<file path="config.mk">
export PLATFORM = sky130hd
export DESIGN_NAME = wake_sequencer
export DESIGN_NICKNAME = d
export VERILOG_FILES = /design/src/pkg/wake_pkg.sv /design/src/wake_sequencer.sv /design/src/wake_edge_detect.sv
export SDC_FILE = /design/constraint.sdc
export NUM_CORES = 1
export LEC_CHECK = 0
export BUFFER_PORTS_ARGS = -buffer_cell sky130_fd_sc_hd__buf_2
export CAP_MARGIN = 10
export CORE_ASPECT_RATIO = 1.25
export CORE_UTILIZATION = 35
export DETAILED_ROUTE_END_ITERATION = 10
export SLEW_MARGIN = 20
export SYNTH_ARGS = -nofsm -noshare
export SYNTH_HDL_FRONTEND = slang
export SYNTH_SLANG_ARGS = --single-unit
</file>
<file path="constraint.sdc">
create_clock -name clk_i -period 2.29 [get_ports clk_i]
set_clock_uncertainty 0.05 [all_clocks]
set_input_delay 0.229 -clock clk_i [delete_from_list [all_inputs] [get_ports clk_i]]
set_output_delay 0.229 -clock clk_i [all_outputs]
set_load 0.005 [all_outputs]
</file>
<file path="src/pkg/wake_pkg.sv">
package wake_pkg;

    // off causes, held across the off state
    typedef enum logic [2:0] {
        OFF_NONE         = 3'h0,
        OFF_POWER_KEY    = 3'h1,
        OFF_IDLE_TIMEOUT = 3'h2,
        OFF_SOFTWARE     = 3'h3,
        OFF_LOW_BATT_WRN = 3'h4,
        OFF_LOW_BATT_CRT = 3'h5,
        OFF_RESET_KEY    = 3'h6
    } off_cause_e;

    // on-process selected at wake
    typedef enum logic [1:0] {
        ON_NONE      = 2'h0,
        ON_RESUME    = 2'h1,
        ON_APP_BOOT  = 2'h2,
        ON_MENU_BOOT = 2'h3
    } on_proc_e;

    // sequencer states
    typedef enum logic [1:0] {
        ST_OFF     = 2'h0,
        ST_POWERUP = 2'h1,
        ST_ON      = 2'h2
    } seq_state_e;

    // wake source index
    localparam int unsigned SRC_POWER = 0;
    localparam int unsigned SRC_RESET = 1;
    localparam int unsigned SRC_ALARM = 2;
    localparam int unsigned SRC_RING  = 3;
    localparam int unsigned SRC_DOCK  = 4;
    localparam int unsigned NUM_SRC   = 5;

    // power rail settling time before the on-process starts
    localparam int unsigned CLK_HZ         = 50_000_000;
    localparam int unsigned SETTLE_US      = 10;
    localparam int unsigned SETTLE_CYCLES  = (SETTLE_US * (CLK_HZ / 1_000_000));

    localparam logic RING_EN_RESET  = 1'b0;
    localparam logic DOCK_EN_RESET  = 1'b1;

endpackage : wake_pkg

</file>
<file path="src/wake_sequencer.sv">
// Operation
// - five wake sources: power key, reset key, alarm, modem ring, docking
// - power key while off powers on and runs the selected on-process
// - reset key while off powers on and selects maintenance-menu boot; while on it powers off
// - normal off in application: resume if enabled, else application boot
// - critical battery off resumes; reset-key off leads to menu boot
// - non-reset off during maintenance menu leads to application boot
// - resume by default; boot override applies once then clears
// - alarm wakes for resume only, suppressed when next start is boot
// - ring wake disabled after reset until software enables it
// - docking wake enabled after reset, software may disable it
// - docking wake only while the cradle has power
module wake_sequencer #(
    parameter int unsigned SETTLE = wake_pkg::SETTLE_CYCLES
) (
    input  wire logic       clk_i,
    input  wire logic       rst_n_i,
    input  wire logic       power_key_i,
    input  wire logic       reset_key_i,
    input  wire logic       alarm_i,
    input  wire logic       ring_i,
    input  wire logic       docked_i,
    input  wire logic       cradle_powered_i,
    input  wire logic       resume_en_i,
    input  wire logic       boot_override_set_i,
    input  wire logic       ring_en_set_i,
    input  wire logic       ring_en_clr_i,
    input  wire logic       dock_en_set_i,
    input  wire logic       dock_en_clr_i,
    input  wire logic       off_req_i,
    input  wire logic [2:0] off_cause_i,
    input  wire logic       menu_running_i,
    output logic            power_on_o,
    output logic            start_o,
    output logic [1:0]      on_proc_o,
    output logic [2:0]      last_off_cause_o,
    output logic            menu_ctx_o,
    output logic            ring_en_o,
    output logic            dock_en_o,
    output logic            boot_override_o
);

    ////////////////////////////////////////////////////////////////////////////
    // reset release

    logic rst_meta_q;
    logic rst_sync_q;
    logic rst_n;

    always_ff @(posedge clk_i or negedge rst_n_i) begin
        if (!rst_n_i) begin
            rst_meta_q <= 1'b0;
            rst_sync_q <= 1'b0;
        end else begin
            rst_meta_q <= 1'b1;
            rst_sync_q <= rst_meta_q;
        end
    end

    assign rst_n = rst_sync_q;

    ////////////////////////////////////////////////////////////////////////////
    // wake source edges

    logic [wake_pkg::NUM_SRC-1:0] src_level;
    logic [wake_pkg::NUM_SRC-1:0] src_rise;

    assign src_level[wake_pkg::SRC_POWER] = power_key_i;
    assign src_level[wake_pkg::SRC_RESET] = reset_key_i;
    assign src_level[wake_pkg::SRC_ALARM] = alarm_i;
    assign src_level[wake_pkg::SRC_RING]  = ring_i;
    assign src_level[wake_pkg::SRC_DOCK]  = docked_i & cradle_powered_i;

    wake_edge_detect #(
        .WIDTH (wake_pkg::NUM_SRC)
    ) u_edge (
        .clk_i   (clk_i),
        .rst_n_i (rst_n),
        .level_i (src_level),
        .rise_o  (src_rise)
    );

    ////////////////////////////////////////////////////////////////////////////
    // settings and retained context

    wake_pkg::seq_state_e   state_q, state_d;
    wake_pkg::off_cause_e   cause_q, cause_d;
    wake_pkg::on_proc_e     proc_q, proc_d;
    logic                   menu_q, menu_d;
    logic                   ring_en_q, ring_en_d;
    logic                   dock_en_q, dock_en_d;
    logic                   ovr_q, ovr_d;
    logic                   start_q, start_d;
    logic [31:0]            cnt_q, cnt_d;
    wake_pkg::on_proc_e     sel;
    logic                   next_is_boot;
    logic                   wake_normal;
    logic                   wake_alarm;

    // choose the on-process from the retained context
    always_comb begin
        sel = wake_pkg::ON_APP_BOOT;
        if (cause_q == wake_pkg::OFF_RESET_KEY) begin
            sel = wake_pkg::ON_MENU_BOOT;
        end else if (menu_q) begin
            sel = wake_pkg::ON_APP_BOOT;
        end else if (cause_q == wake_pkg::OFF_LOW_BATT_CRT) begin
            sel = wake_pkg::ON_RESUME;
        end else if (cause_q == wake_pkg::OFF_NONE) begin
            // nothing was saved yet: cold start boots the application
            sel = wake_pkg::ON_APP_BOOT;
        end else begin
            sel = (resume_en_i && !ovr_q) ? wake_pkg::ON_RESUME : wake_pkg::ON_APP_BOOT;
        end
    end

    assign next_is_boot = (sel != wake_pkg::ON_RESUME);
    assign wake_normal  = src_rise[wake_pkg::SRC_POWER]
                        | (src_rise[wake_pkg::SRC_RING] & ring_en_q)
                        | (src_rise[wake_pkg::SRC_DOCK] & dock_en_q);
    assign wake_alarm   = src_rise[wake_pkg::SRC_ALARM] & ~next_is_boot;

    always_comb begin
        state_d   = state_q;
        cause_d   = cause_q;
        proc_d    = proc_q;
        menu_d    = menu_q;
        ovr_d     = ovr_q;
        start_d   = 1'b0;
        cnt_d     = cnt_q;
        // set wins over clear for the wake enables
        ring_en_d = ring_en_set_i ? 1'b1 : (ring_en_clr_i ? 1'b0 : ring_en_q);
        dock_en_d = dock_en_set_i ? 1'b1 : (dock_en_clr_i ? 1'b0 : dock_en_q);
        case (state_q)
            wake_pkg::ST_OFF: begin
                cnt_d = '0;
                if (src_rise[wake_pkg::SRC_RESET]) begin
                    proc_d  = wake_pkg::ON_MENU_BOOT;
                    state_d = wake_pkg::ST_POWERUP;
                end else if (wake_normal || wake_alarm) begin
                    proc_d  = sel;
                    state_d = wake_pkg::ST_POWERUP;
                end
                // one-shot override is used up by this wake
                if (state_d != wake_pkg::ST_OFF) begin
                    ovr_d = 1'b0;
                end
            end
            wake_pkg::ST_POWERUP: begin
                if (cnt_q >= SETTLE - 1) begin
                    start_d = 1'b1;
                    state_d = wake_pkg::ST_ON;
                end else begin
                    cnt_d = cnt_q + 32'h1;
                end
            end
            wake_pkg::ST_ON: begin
                // reset key while on records a reset-key off
                if (src_rise[wake_pkg::SRC_RESET]) begin
                    cause_d = wake_pkg::OFF_RESET_KEY;
                    menu_d  = 1'b0;
                    state_d = wake_pkg::ST_OFF;
                end else if (off_req_i) begin
                    cause_d = wake_pkg::off_cause_e'(off_cause_i);
                    menu_d  = menu_running_i;
                    state_d = wake_pkg::ST_OFF;
                end
            end
            default: begin
                state_d = wake_pkg::ST_OFF;
            end
        endcase
        // a set in the same cycle as the clear wins
        if (boot_override_set_i) begin
            ovr_d = 1'b1;
        end
    end

    always_ff @(posedge clk_i or negedge rst_n) begin
        if (!rst_n) begin
            state_q   <= wake_pkg::ST_OFF;
            cause_q   <= wake_pkg::OFF_NONE;
            proc_q    <= wake_pkg::ON_NONE;
            menu_q    <= 1'b0;
            ring_en_q <= wake_pkg::RING_EN_RESET;
            dock_en_q <= wake_pkg::DOCK_EN_RESET;
            ovr_q     <= 1'b0;
            start_q   <= 1'b0;
            cnt_q     <= '0;
        end else begin
            state_q   <= state_d;
            cause_q   <= cause_d;
            proc_q    <= proc_d;
            menu_q    <= menu_d;
            ring_en_q <= ring_en_d;
            dock_en_q <= dock_en_d;
            ovr_q     <= ovr_d;
            start_q   <= start_d;
            cnt_q     <= cnt_d;
        end
    end

    assign power_on_o       = (state_q != wake_pkg::ST_OFF);
    assign start_o          = start_q;
    assign on_proc_o        = proc_q;
    assign last_off_cause_o = cause_q;
    assign menu_ctx_o       = menu_q;
    assign ring_en_o        = ring_en_q;
    assign dock_en_o        = dock_en_q;
    assign boot_override_o  = ovr_q;

endmodule : wake_sequencer

</file>
<file path="src/wake_edge_detect.sv">
module wake_edge_detect #(
    parameter int unsigned WIDTH = 5
) (
    input  wire logic             clk_i,
    input  wire logic             rst_n_i,
    input  wire logic [WIDTH-1:0] level_i,
    output logic      [WIDTH-1:0] rise_o
);

    logic [WIDTH-1:0] prev_q;
    logic [WIDTH-1:0] prev_d;

    always_comb begin
        prev_d = level_i;
    end

    always_ff @(posedge clk_i or negedge rst_n_i) begin
        if (!rst_n_i) begin
            prev_q <= '0;
        end else begin
            prev_q <= prev_d;
        end
    end

    // one pulse per press, so a held key wakes only once
    genvar g;
    generate
        for (g = 0; g < WIDTH; g++) begin : g_edge
            assign rise_o[g] = level_i[g] & ~prev_q[g];
        end
    endgenerate

endmodule : wake_edge_detect

</file>
== Word level (Yosys, flattened, before mapping) ==
Cells that the tools add are included.

* Flip-flop bits (word level): 51
* Input port bits: 19
* Output and inout port bits: 11
* Word-level logic and storage cells: 87

* Add/subtract/negate cells: 1
* $lt $le $gt $ge: 1
* Equal/unequal tests: 8
* Multiplexer cells: 29
* Bitwise logic cells: 17
* Reductions and logical operators: 19

{| class="wikitable"
|+ Operators with widths
! cell !! number
|-
| $pmux W32 S2 || 1
|-
| $add A32 B1 Y32 const B || 1
|-
| $ge A32 B9 Y1 const B || 1
|-
| $mux W32 || 1
|-
| $mux W2 || 13
|-
| $reduce_bool A2 Y1 || 9
|-
| $mux W1 || 11
|-
| $reduce_and A2 Y1 || 5
|-
| $and A1 B1 Y1 || 9
|-
| $eq A3 B3 Y1 const B || 2
|-
| $mux W3 || 2
|-
| $not A1 Y1 || 6
|-
| $pmux W2 S3 || 1
|-
| $ne A2 B2 Y1 const B || 2
|-
| $logic_not A3 Y1 || 1
|-
| $ne A3 B3 Y1 const B || 1
|-
| $eq A2 B1 Y1 const B || 1
|-
| $eq A2 B2 Y1 const B || 1
|-
| $logic_not A2 Y1 || 1
|-
| $ne A2 B1 Y1 const B || 1
|-
| $or A1 B1 Y1 || 2
|-
| $logic_and A1 B1 Y1 || 1
|-
| $logic_not A1 Y1 || 1
|-
| $logic_or A1 B1 Y1 || 1
|}

== Depth between registers and ports, before layout ==
Gate-level depths: netlist of the first run.

* Depth in word-level cells: 18
* Gate-level depth with buffers: 7
* Gate-level depth less buffers: 6

== Modules after synthesis ==
A second synthesis of the first run with hierarchy kept.

* Cell total of the unflattened synthesis: 178
* Area total of the unflattened synthesis: 2103.3 sq um

{| class="wikitable"
|+ By module, submodules not included
! module !! instances !! cells an instance !! area each (sq um) !! sequential area each (sq um)
|-
| wake_sequencer || 1 || 168 || 1909.3 || 1152.4
|-
| wake_edge_detect || 1 || 10 || 193.9 || 125.1
|}

== Least setup slack after synthesis of the first run ==
OpenSTA, ideal clock, no wires.

* Kind: register to register
* Start: register cnt_q[10]
* End: register cnt_q[5]
* Setup time: 0.078 ns
* Arrival time: 1.840 ns
* Data required time: 2.162 ns
* Path slack: 0.322 ns
* Cell stages (with the launch flop): 7
* Path buffers: 1
* Period minus slack after synthesis: 1.968 ns
* Cell sequence: dfrtp_1 or3_1 nand4b_1 or2_0 buf_2 or4_1 a21oi_1

* Longest elaborated chain between the ends: 3

{| class="wikitable"
|+ Ends and longest elaborated chain
! element !! RTL line !! text
|-
| start, declared || wake_sequencer.sv:94 || <nowiki>logic [31:0] cnt_q, cnt_d;</nowiki>
|-
| start signal, assigned || wake_sequencer.sv:199 || <nowiki>cnt_q <= cnt_d;</nowiki>
|-
| $ge A32 B9 Y1 || wake_sequencer.sv:150 || <nowiki>if (cnt_q >= SETTLE - 1) begin</nowiki>
|-
| $ne A2 B2 Y1 (no source line) || -- ||
|-
| $reduce_and A2 Y1 (no source line) || -- ||
|}

No other way between the ends.
A chain may end at the register's enable or synchronous reset.

== Final worst setup path of the first run ==
* Start: register cnt_q[10]
* End: register cnt_q[4]

Same word-level chain as after synthesis.

==> flow_metrics.py, run 1 <==
metrics = {
    "worst_setup_path": {
        "worst_setup_path_start_kind": "flip-flop",
        "worst-setup-path-type": "reg -> reg",
        "crit_family": "simple AND/OR/NAND/NOR gates",
        "cp_max_fo": 6,
        "path_cells": "or3_1 > nand4b_1 > or2_0 > o311ai_0 > o311ai_0",
        "critPathBufInv": 0,
        "cp_data_required_time_ns": 2.39,
        "cp-end-kind": "flip-flop",
        "critical-path-max-stage-delay_ns": 0.40,
        "ff2ff_setup_slack_ns": 0.19,
        "crit_slowest_cell": "dfrtp_1",
        "critPathMostFrequentCell": "o311ai_0",
        "worstPathArrival_ns": 2.20,
    },
    "clocking": {
        "cts_tree": "yes",
        "post-cts-setup-buffer-count": 0,
        "clk_path_buf_depth": 2,
        "clk_latency_ns": 0.30,
        "htree_levels": 2,
        "clock_sinks": 51,
        "numCtsBuffers": 5,
        "cts-root-buf": "clkbuf_8",
        "clk_pin_slew_ns": 0.09,
    },
    "yosys": {
        "yosys-top-cells-count": "50 x dfrtp_1, 21 x and2_1, 14 x nand2_1",
        "synth_ff_type": "dfrtp_1",
        "synth_warnings": 0,
        "synth_area_per_cell_um2": 11.3,
        "synthTopCellsByArea": "dfrtp_1 59%, and2_1 6.2%, nand2_1 2.5%",
        "synthCells": 188,
        "synth_seq_cells": 51,
        "synth_top_cell_by_area": "dfrtp_1",
        "synth-edff-count": 0,
        "seq_area_frac_synth_pct": 60.2,
        "synth.net_count": 208,
        "ys_types": 43,
        "synthMostInstantiatedCell": "dfrtp_1",
        "syn_area_um2": 2120,
        "postSynth.asyncResetShare_pct": 100,
        "synth_top_area_share_pct": 59.0,
    },
    "global_routing": {
        "overflow": 0,
        "grt_antenna_before_repair": 0,
        "grt_max_degree": 50,
        "grt_usage_pct": 14.6,
        "grt_pass1_vias": 1555,
        "grt_pass1_wl_um": 7100,
    },
    "routing": {
        "wl_met1_um": 1930,
        "wl_um": 4110,
        "via_count": 1511,
        "wl_per_cell_um": 14.0,
        "drt-initial-drc-count": 71,
        "ant_nets": 0,
        "drt-vias-per-instance": 5.14,
        "remaining_drc_errors": 0,
        "wl_met2_um": 1960,
        "dr_wl_met3_um": 118,
        "drtPass1Iterations": 4,
        "top_layer_used": "met4",
    },
    "pwr": {
        "power_leakage_nw": 1.22,
        "p_total_mw": 1.94,
        "power_density_nw_per_um2": 769,
        "peakVddDrop_v": 0.000508,
    },
    "timing": {
        "slew_headroom_pct": 59.5,
        "worst_slack_ns": 0.188,
        "fin_crit_ns": 2.10,
        "setup_viol": 0,
        "worstMarginPinSlew_ns": 0.607,
        "max_freq_ghz": 0.476,
        "rsz0062_at_grt": "no",
        "tns_ns": 0,
        "period_share_pct": 91.8,
        "finalMaxSlewViolations": 0,
        "hold_violations": 0,
    },
    "cells_and_area": {
        "stdcell_count": 294,
        "final_area_um2": 2520,
        "area_growth_pct": 18.8,
        "layout.nets": 247,
        "layout-drive-gt1-share_pct": 21.5,
        "antenna_cells": 0,
    },
    "hold_path": {
        "worstHoldPathType": "in -> reg",
    },
    "placed_design": {
        "dp.cells": 282,
        "port_buffers": 29,
        "place_congestion": 0.750,
        "placed_area_um2": 2360,
        "dp.final_hpwl_um": 2870,
        "preCtsSetupSlack_ns": 0.230,
    },
    "die": {
        "dieArea_um2": 6380,
        "die_h_um": 89.0,
        "initial_core_util_pct": 36.5,
        "io_pins": 30,
        "die_x_um": 71.6,
        "coreArea_um2": 5820,
        "rows": 31,
    },
    "flow_run": {
        "maxCapViolCount": 0,
    },
    "run_status": {
        "status": "finished, final reports clean",
    },
}
## logic make-up after synthesis
family | count (synthesis) | share of synthesized area (%)
mux | 5 | 2.48
flops | 51 | 60.2
compound gates | 30 | 10.3
buf+inv | 14 | 2.54
fa+ha+maj | 1 | 0.590
simple gates | 86 | 23.7
other cells | 1 | 0.177
## final cells by class
type                       count  area, um^2
clock buffer                   6        82.6
clock inverter                 2        35.0
fill                         566        3300
inverter                       9        33.8
multi-input combinational    123         792
sequential                    51        1280
tap                           66        82.6
timing repair buffer          37         215
## state kept, by name (all words and copies together), names as in the netlist
register	count
boot_override_o	1
cnt_q	32
dock_en_o	1
last_off_cause_o	3
menu_ctx_o	1
on_proc_o	2
ring_en_o	1
rst_meta_q	1
rst_n	1
start_o	1
state_q	2
u_edge.prev_q	5
## where the power goes
group | switching [mW] | internal [mW] | total, mW
clock | 0.282 | 0.354 | 0.636
combinational | 0.144 | 0.123 | 0.267
sequential | 0.0647 | 0.970 | 1.03
## per-layer routing
layer / track usage [%] / vias up
met3: 3.04 / 8
met1: 17.9 / 727
li1: - / 741
met2: 25.2 / 35
met4: 6.24 / 0
met5: 0 / -
## cell usage in the layout (no fill, tap or decap), types with 2 or more instances in the layout
cell | Yosys | routed
or3_1 | 2 | 2
nand2b_1 | 4 | 4
mux2i_1 | 3 | 3
a21oi_1 | 4 | 4
nand4_1 | 3 | 3
dfrtp_1 | 50 | 49
and2_1 | 21 | 21
mux2_2 | 2 | 2
dlygate4sd3_1 | 0 | 4
nand3b_1 | 3 | 3
a311oi_1 | 2 | 2
a21o_1 | 3 | 3
inv_1 | 9 | 9
nand3_1 | 7 | 7
nor2b_1 | 6 | 6
buf_2 | 1 | 29
o311ai_0 | 2 | 2
buf_4 | 0 | 4
o21ai_0 | 5 | 5
nor4_1 | 7 | 7
a31oi_1 | 2 | 2
or4_1 | 2 | 2
o31ai_1 | 3 | 3
nand2_1 | 14 | 14
clkbuf_8 | 0 | 6
a22o_1 | 2 | 2
nand4b_1 | 4 | 4
o22a_1 | 2 | 2
nor2_1 | 5 | 4
## what timing repair did
action / in CTS / in global routing
gates resized for setup: 0 / 1
setup endpoints to repair: 0 / 1
hold buffers: 4 / 0
hold endpoints to repair: 5 / 0
## through the flow
step	util (%)	hold slack, ns
finish	43.3	0.0115
global route	43.3	0.000209
CTS	43.3	0.00247
detailed placement	40.6	-0.0326
global placement	40.6	-0.0357
floorplan	-	-0.117
## worst paths after layout
path,from,end,cells past startpoint
min in group asynchronous,rst_n_i,rst_n$_DFF_PN0_,2
max in group asynchronous,rst_n$_DFF_PN0_,cnt_q[6]$_DFFE_PN0P_,1
setup / recovery,cnt_q[10]$_DFFE_PN0P_,cnt_q[4]$_DFFE_PN0P_,5
hold reg to reg,rst_meta_q$_DFF_PN0_,rst_n$_DFF_PN0_,0
setup reg to reg,cnt_q[10]$_DFFE_PN0P_,cnt_q[4]$_DFFE_PN0P_,5
hold / removal,reset_key_i,u_edge.prev_q[1]$_DFF_PN0_,1
(Power assumes the default switching activity.)
==> run 2, diff against run 1 <==
==> constraint.sdc (replaced) <==
create_clock -name clk_i -period 2.29 [get_ports clk_i]
set_clock_uncertainty 0.05 [all_clocks]
set_input_delay 0.458 -clock clk_i [delete_from_list [all_inputs] [get_ports clk_i]]
set_output_delay 0.458 -clock clk_i [all_outputs]
set_load 0.005 [all_outputs]
==> flow_metrics.py, run 2 (same netlist as run 1, synthesis figures left out) <==
metrics = {
    "run_status": {
        "status": "finished, final reports clean",
    },
    "worst_setup_path": {
        "crit_slowest_cell": "or4_1",
        "critPathBufInv": 0,
        "crit_family": "simple AND/OR/NAND/NOR gates",
        "worst_setup_path_start_kind": "flip-flop",
        "cp-end-kind": "flip-flop",
        "cp_max_fo": 6,
        "worstPathArrival_ns": 2.26,
        "cp_data_required_time_ns": 2.47,
        "worst-setup-path-type": "reg -> reg",
        "critical-path-max-stage-delay_ns": 0.50,
        "path_cells": "or3_1 > nand4b_1 > or2_0 > or4_1 > a21oi_1",
    },
    "routing": {
        "remaining_drc_errors": 0,
        "dr_wl_met3_um": 186,
        "wl_um": 4040,
        "via_count": 1522,
        "drt-initial-drc-count": 56,
        "wl_met2_um": 2000,
        "drt-vias-per-instance": 5.21,
        "drtPass1Iterations": 4,
        "wl_met1_um": 1800,
        "wl_per_cell_um": 13.8,
        "ant_nets": 0,
        "top_layer_used": "met4",
    },
    "global_routing": {
        "overflow": 0,
        "grt_pass1_vias": 1480,
        "grt_usage_pct": 14.4,
        "grt_antenna_before_repair": 0,
        "grt_max_degree": 30,
        "grt_pass1_wl_um": 7030,
    },
    "cells_and_area": {
        "area_growth_pct": 18.0,
        "final_area_um2": 2500,
        "layout.nets": 245,
        "top_register": "cnt_q",
        "antenna_cells": 0,
        "layout_commonest_cell": "dfrtp_1",
        "largest_reg_flops": 32,
        "final_cell_mix": "49 x dfrtp_1, 29 x buf_2, 21 x and2_1",
        "layout-drive-gt1-share_pct": 21.7,
        "num-fill-cells": 563,
    },
    "placed_design": {
        "dp.final_hpwl_um": 2900,
        "place_congestion": 0.822,
        "port_buffers": 29,
        "placed_area_um2": 2380,
    },
    "die": {
        "die_h_um": 89.0,
        "coreArea_um2": 5820,
        "io_pins": 30,
        "initial_core_util_pct": 36.5,
        "dieArea_um2": 6380,
        "die_x_um": 71.6,
        "rows": 31,
    },
    "pwr": {
        "peakVddDrop_v": 0.000378,
        "p_total_mw": 1.92,
        "power_leakage_nw": 1.21,
        "power_density_nw_per_um2": 766,
    },
    "clocking": {
        "clk_path_buf_depth": 2,
        "numCtsBuffers": 5,
        "post-cts-setup-buffer-count": 0,
        "clk_latency_ns": 0.30,
        "clock_sinks": 51,
        "cts-root-buf": "clkbuf_8",
        "htree_levels": 2,
        "clk_pin_slew_ns": 0.10,
        "cts_tree": "yes",
    },
    "timing": {
        "setup_viol": 0,
        "max_freq_ghz": 0.482,
        "hold_slack_ns": 0.215,
        "tns_ns": 0,
        "hold_violations": 0,
        "fin_crit_ns": 2.08,
        "slew_headroom_pct": 57.5,
        "finalMaxSlewViolations": 0,
        "period_share_pct": 90.6,
        "rsz0062_at_grt": "no",
        "worstMarginPinSlew_ns": 0.638,
    },
    "flow_run": {
        "maxCapViolCount": 0,
    },
    "hold_path": {
        "worstHoldPathType": "in -> reg",
    },
}
-- run 2: cell count changes in the layout (fill, tap and decap cells not counted), sizes merged --
| cell | previous run | this run |
|---|---|---|
| dlygate4sd3 | 4 | 1 |
| buf | 33 | 34 |
| clkinv | 1 | 2 |
| clkbuf | 6 | 5 |
-- run 2: worst register-to-register path, cell delays in order, from the launching register on --
cell and delay [ns]:
dfrtp_1 0.39, or3_1 0.39, nand4b_1 0.20, or2_0 0.34, or4_1 0.50, a21oi_1 0.15
-- run 2: worst paths after layout --
kind / startpoint / endpoint / slack [ns] / depth (start not counted)
hold reg to reg: rst_n$_DFF_PN0_ / u_edge.prev_q[2]$_DFF_PN0_ / 0.24 / 0
hold / removal: alarm_i / u_edge.prev_q[2]$_DFF_PN0_ / 0.21 / 1
setup / recovery: cnt_q[10]$_DFFE_PN0P_ / cnt_q[5]$_DFFE_PN0P_ / 0.21 / 5
min in group asynchronous: rst_n$_DFF_PN0_ / u_edge.prev_q[2]$_DFF_PN0_ / 0.24 / 0
max in group asynchronous: rst_n$_DFF_PN0_ / cnt_q[16]$_DFFE_PN0P_ / 1.41 / 1
setup reg to reg: cnt_q[10]$_DFFE_PN0P_ / cnt_q[5]$_DFFE_PN0P_ / 0.21 / 5
-- run 2: final cells by class --
cell class | instances | area [um^2] | share of cell area, %
Multi-Input combinational cell | 123 | 790 | 31.5
Tap cell | 66 | 82.6 | 3.30
Sequential cell | 51 | 1280 | 51.1
Clock buffer | 5 | 68.8 | 2.75
Clock inverter | 3 | 43.8 | 1.75
Inverter | 9 | 33.8 | 1.35
Timing Repair Buffer | 35 | 205 | 8.20
-- run 2: layer usage --
| metal | GRT usage, % | vias up |
|---|---|---|
| li1 | - | 745 |
| met5 | 0 | - |
| met2 | 24.6 | 50 |
| met3 | 3.04 | 4 |
| met1 | 18.3 | 723 |
| met4 | 4.81 | 0 |
-- run 2: power breakdown --
group	internal [mW]	total [mW]	switching [mW]	leakage [nW]
sequential	0.970	1.04	0.0731	0.668
clock	0.326	0.622	0.297	0.0581
combinational	0.122	0.251	0.129	0.483
total	1.42	1.92	0.499	1.21
-- run 2: per-stage QoR --
stage | util [%] | std cells | worst slack, ns
after floorplan | - | 188 | 0.322
after global placement | 40.9 | 283 | 0.265
after detailed placement | 40.9 | 283 | 0.214
after CTS | 43.0 | 292 | 0.212
after global routing | 43.0 | 292 | 0.0799
final | 43.0 | 292 | 0.214
-- run 2: timing repair --
action | CTS | global route
hold buffers | 1 | 0
endpoints found under the setup margin | 0 | 0
resized for setup | 0 | 0
hold endpoints to repair | 2 | 0
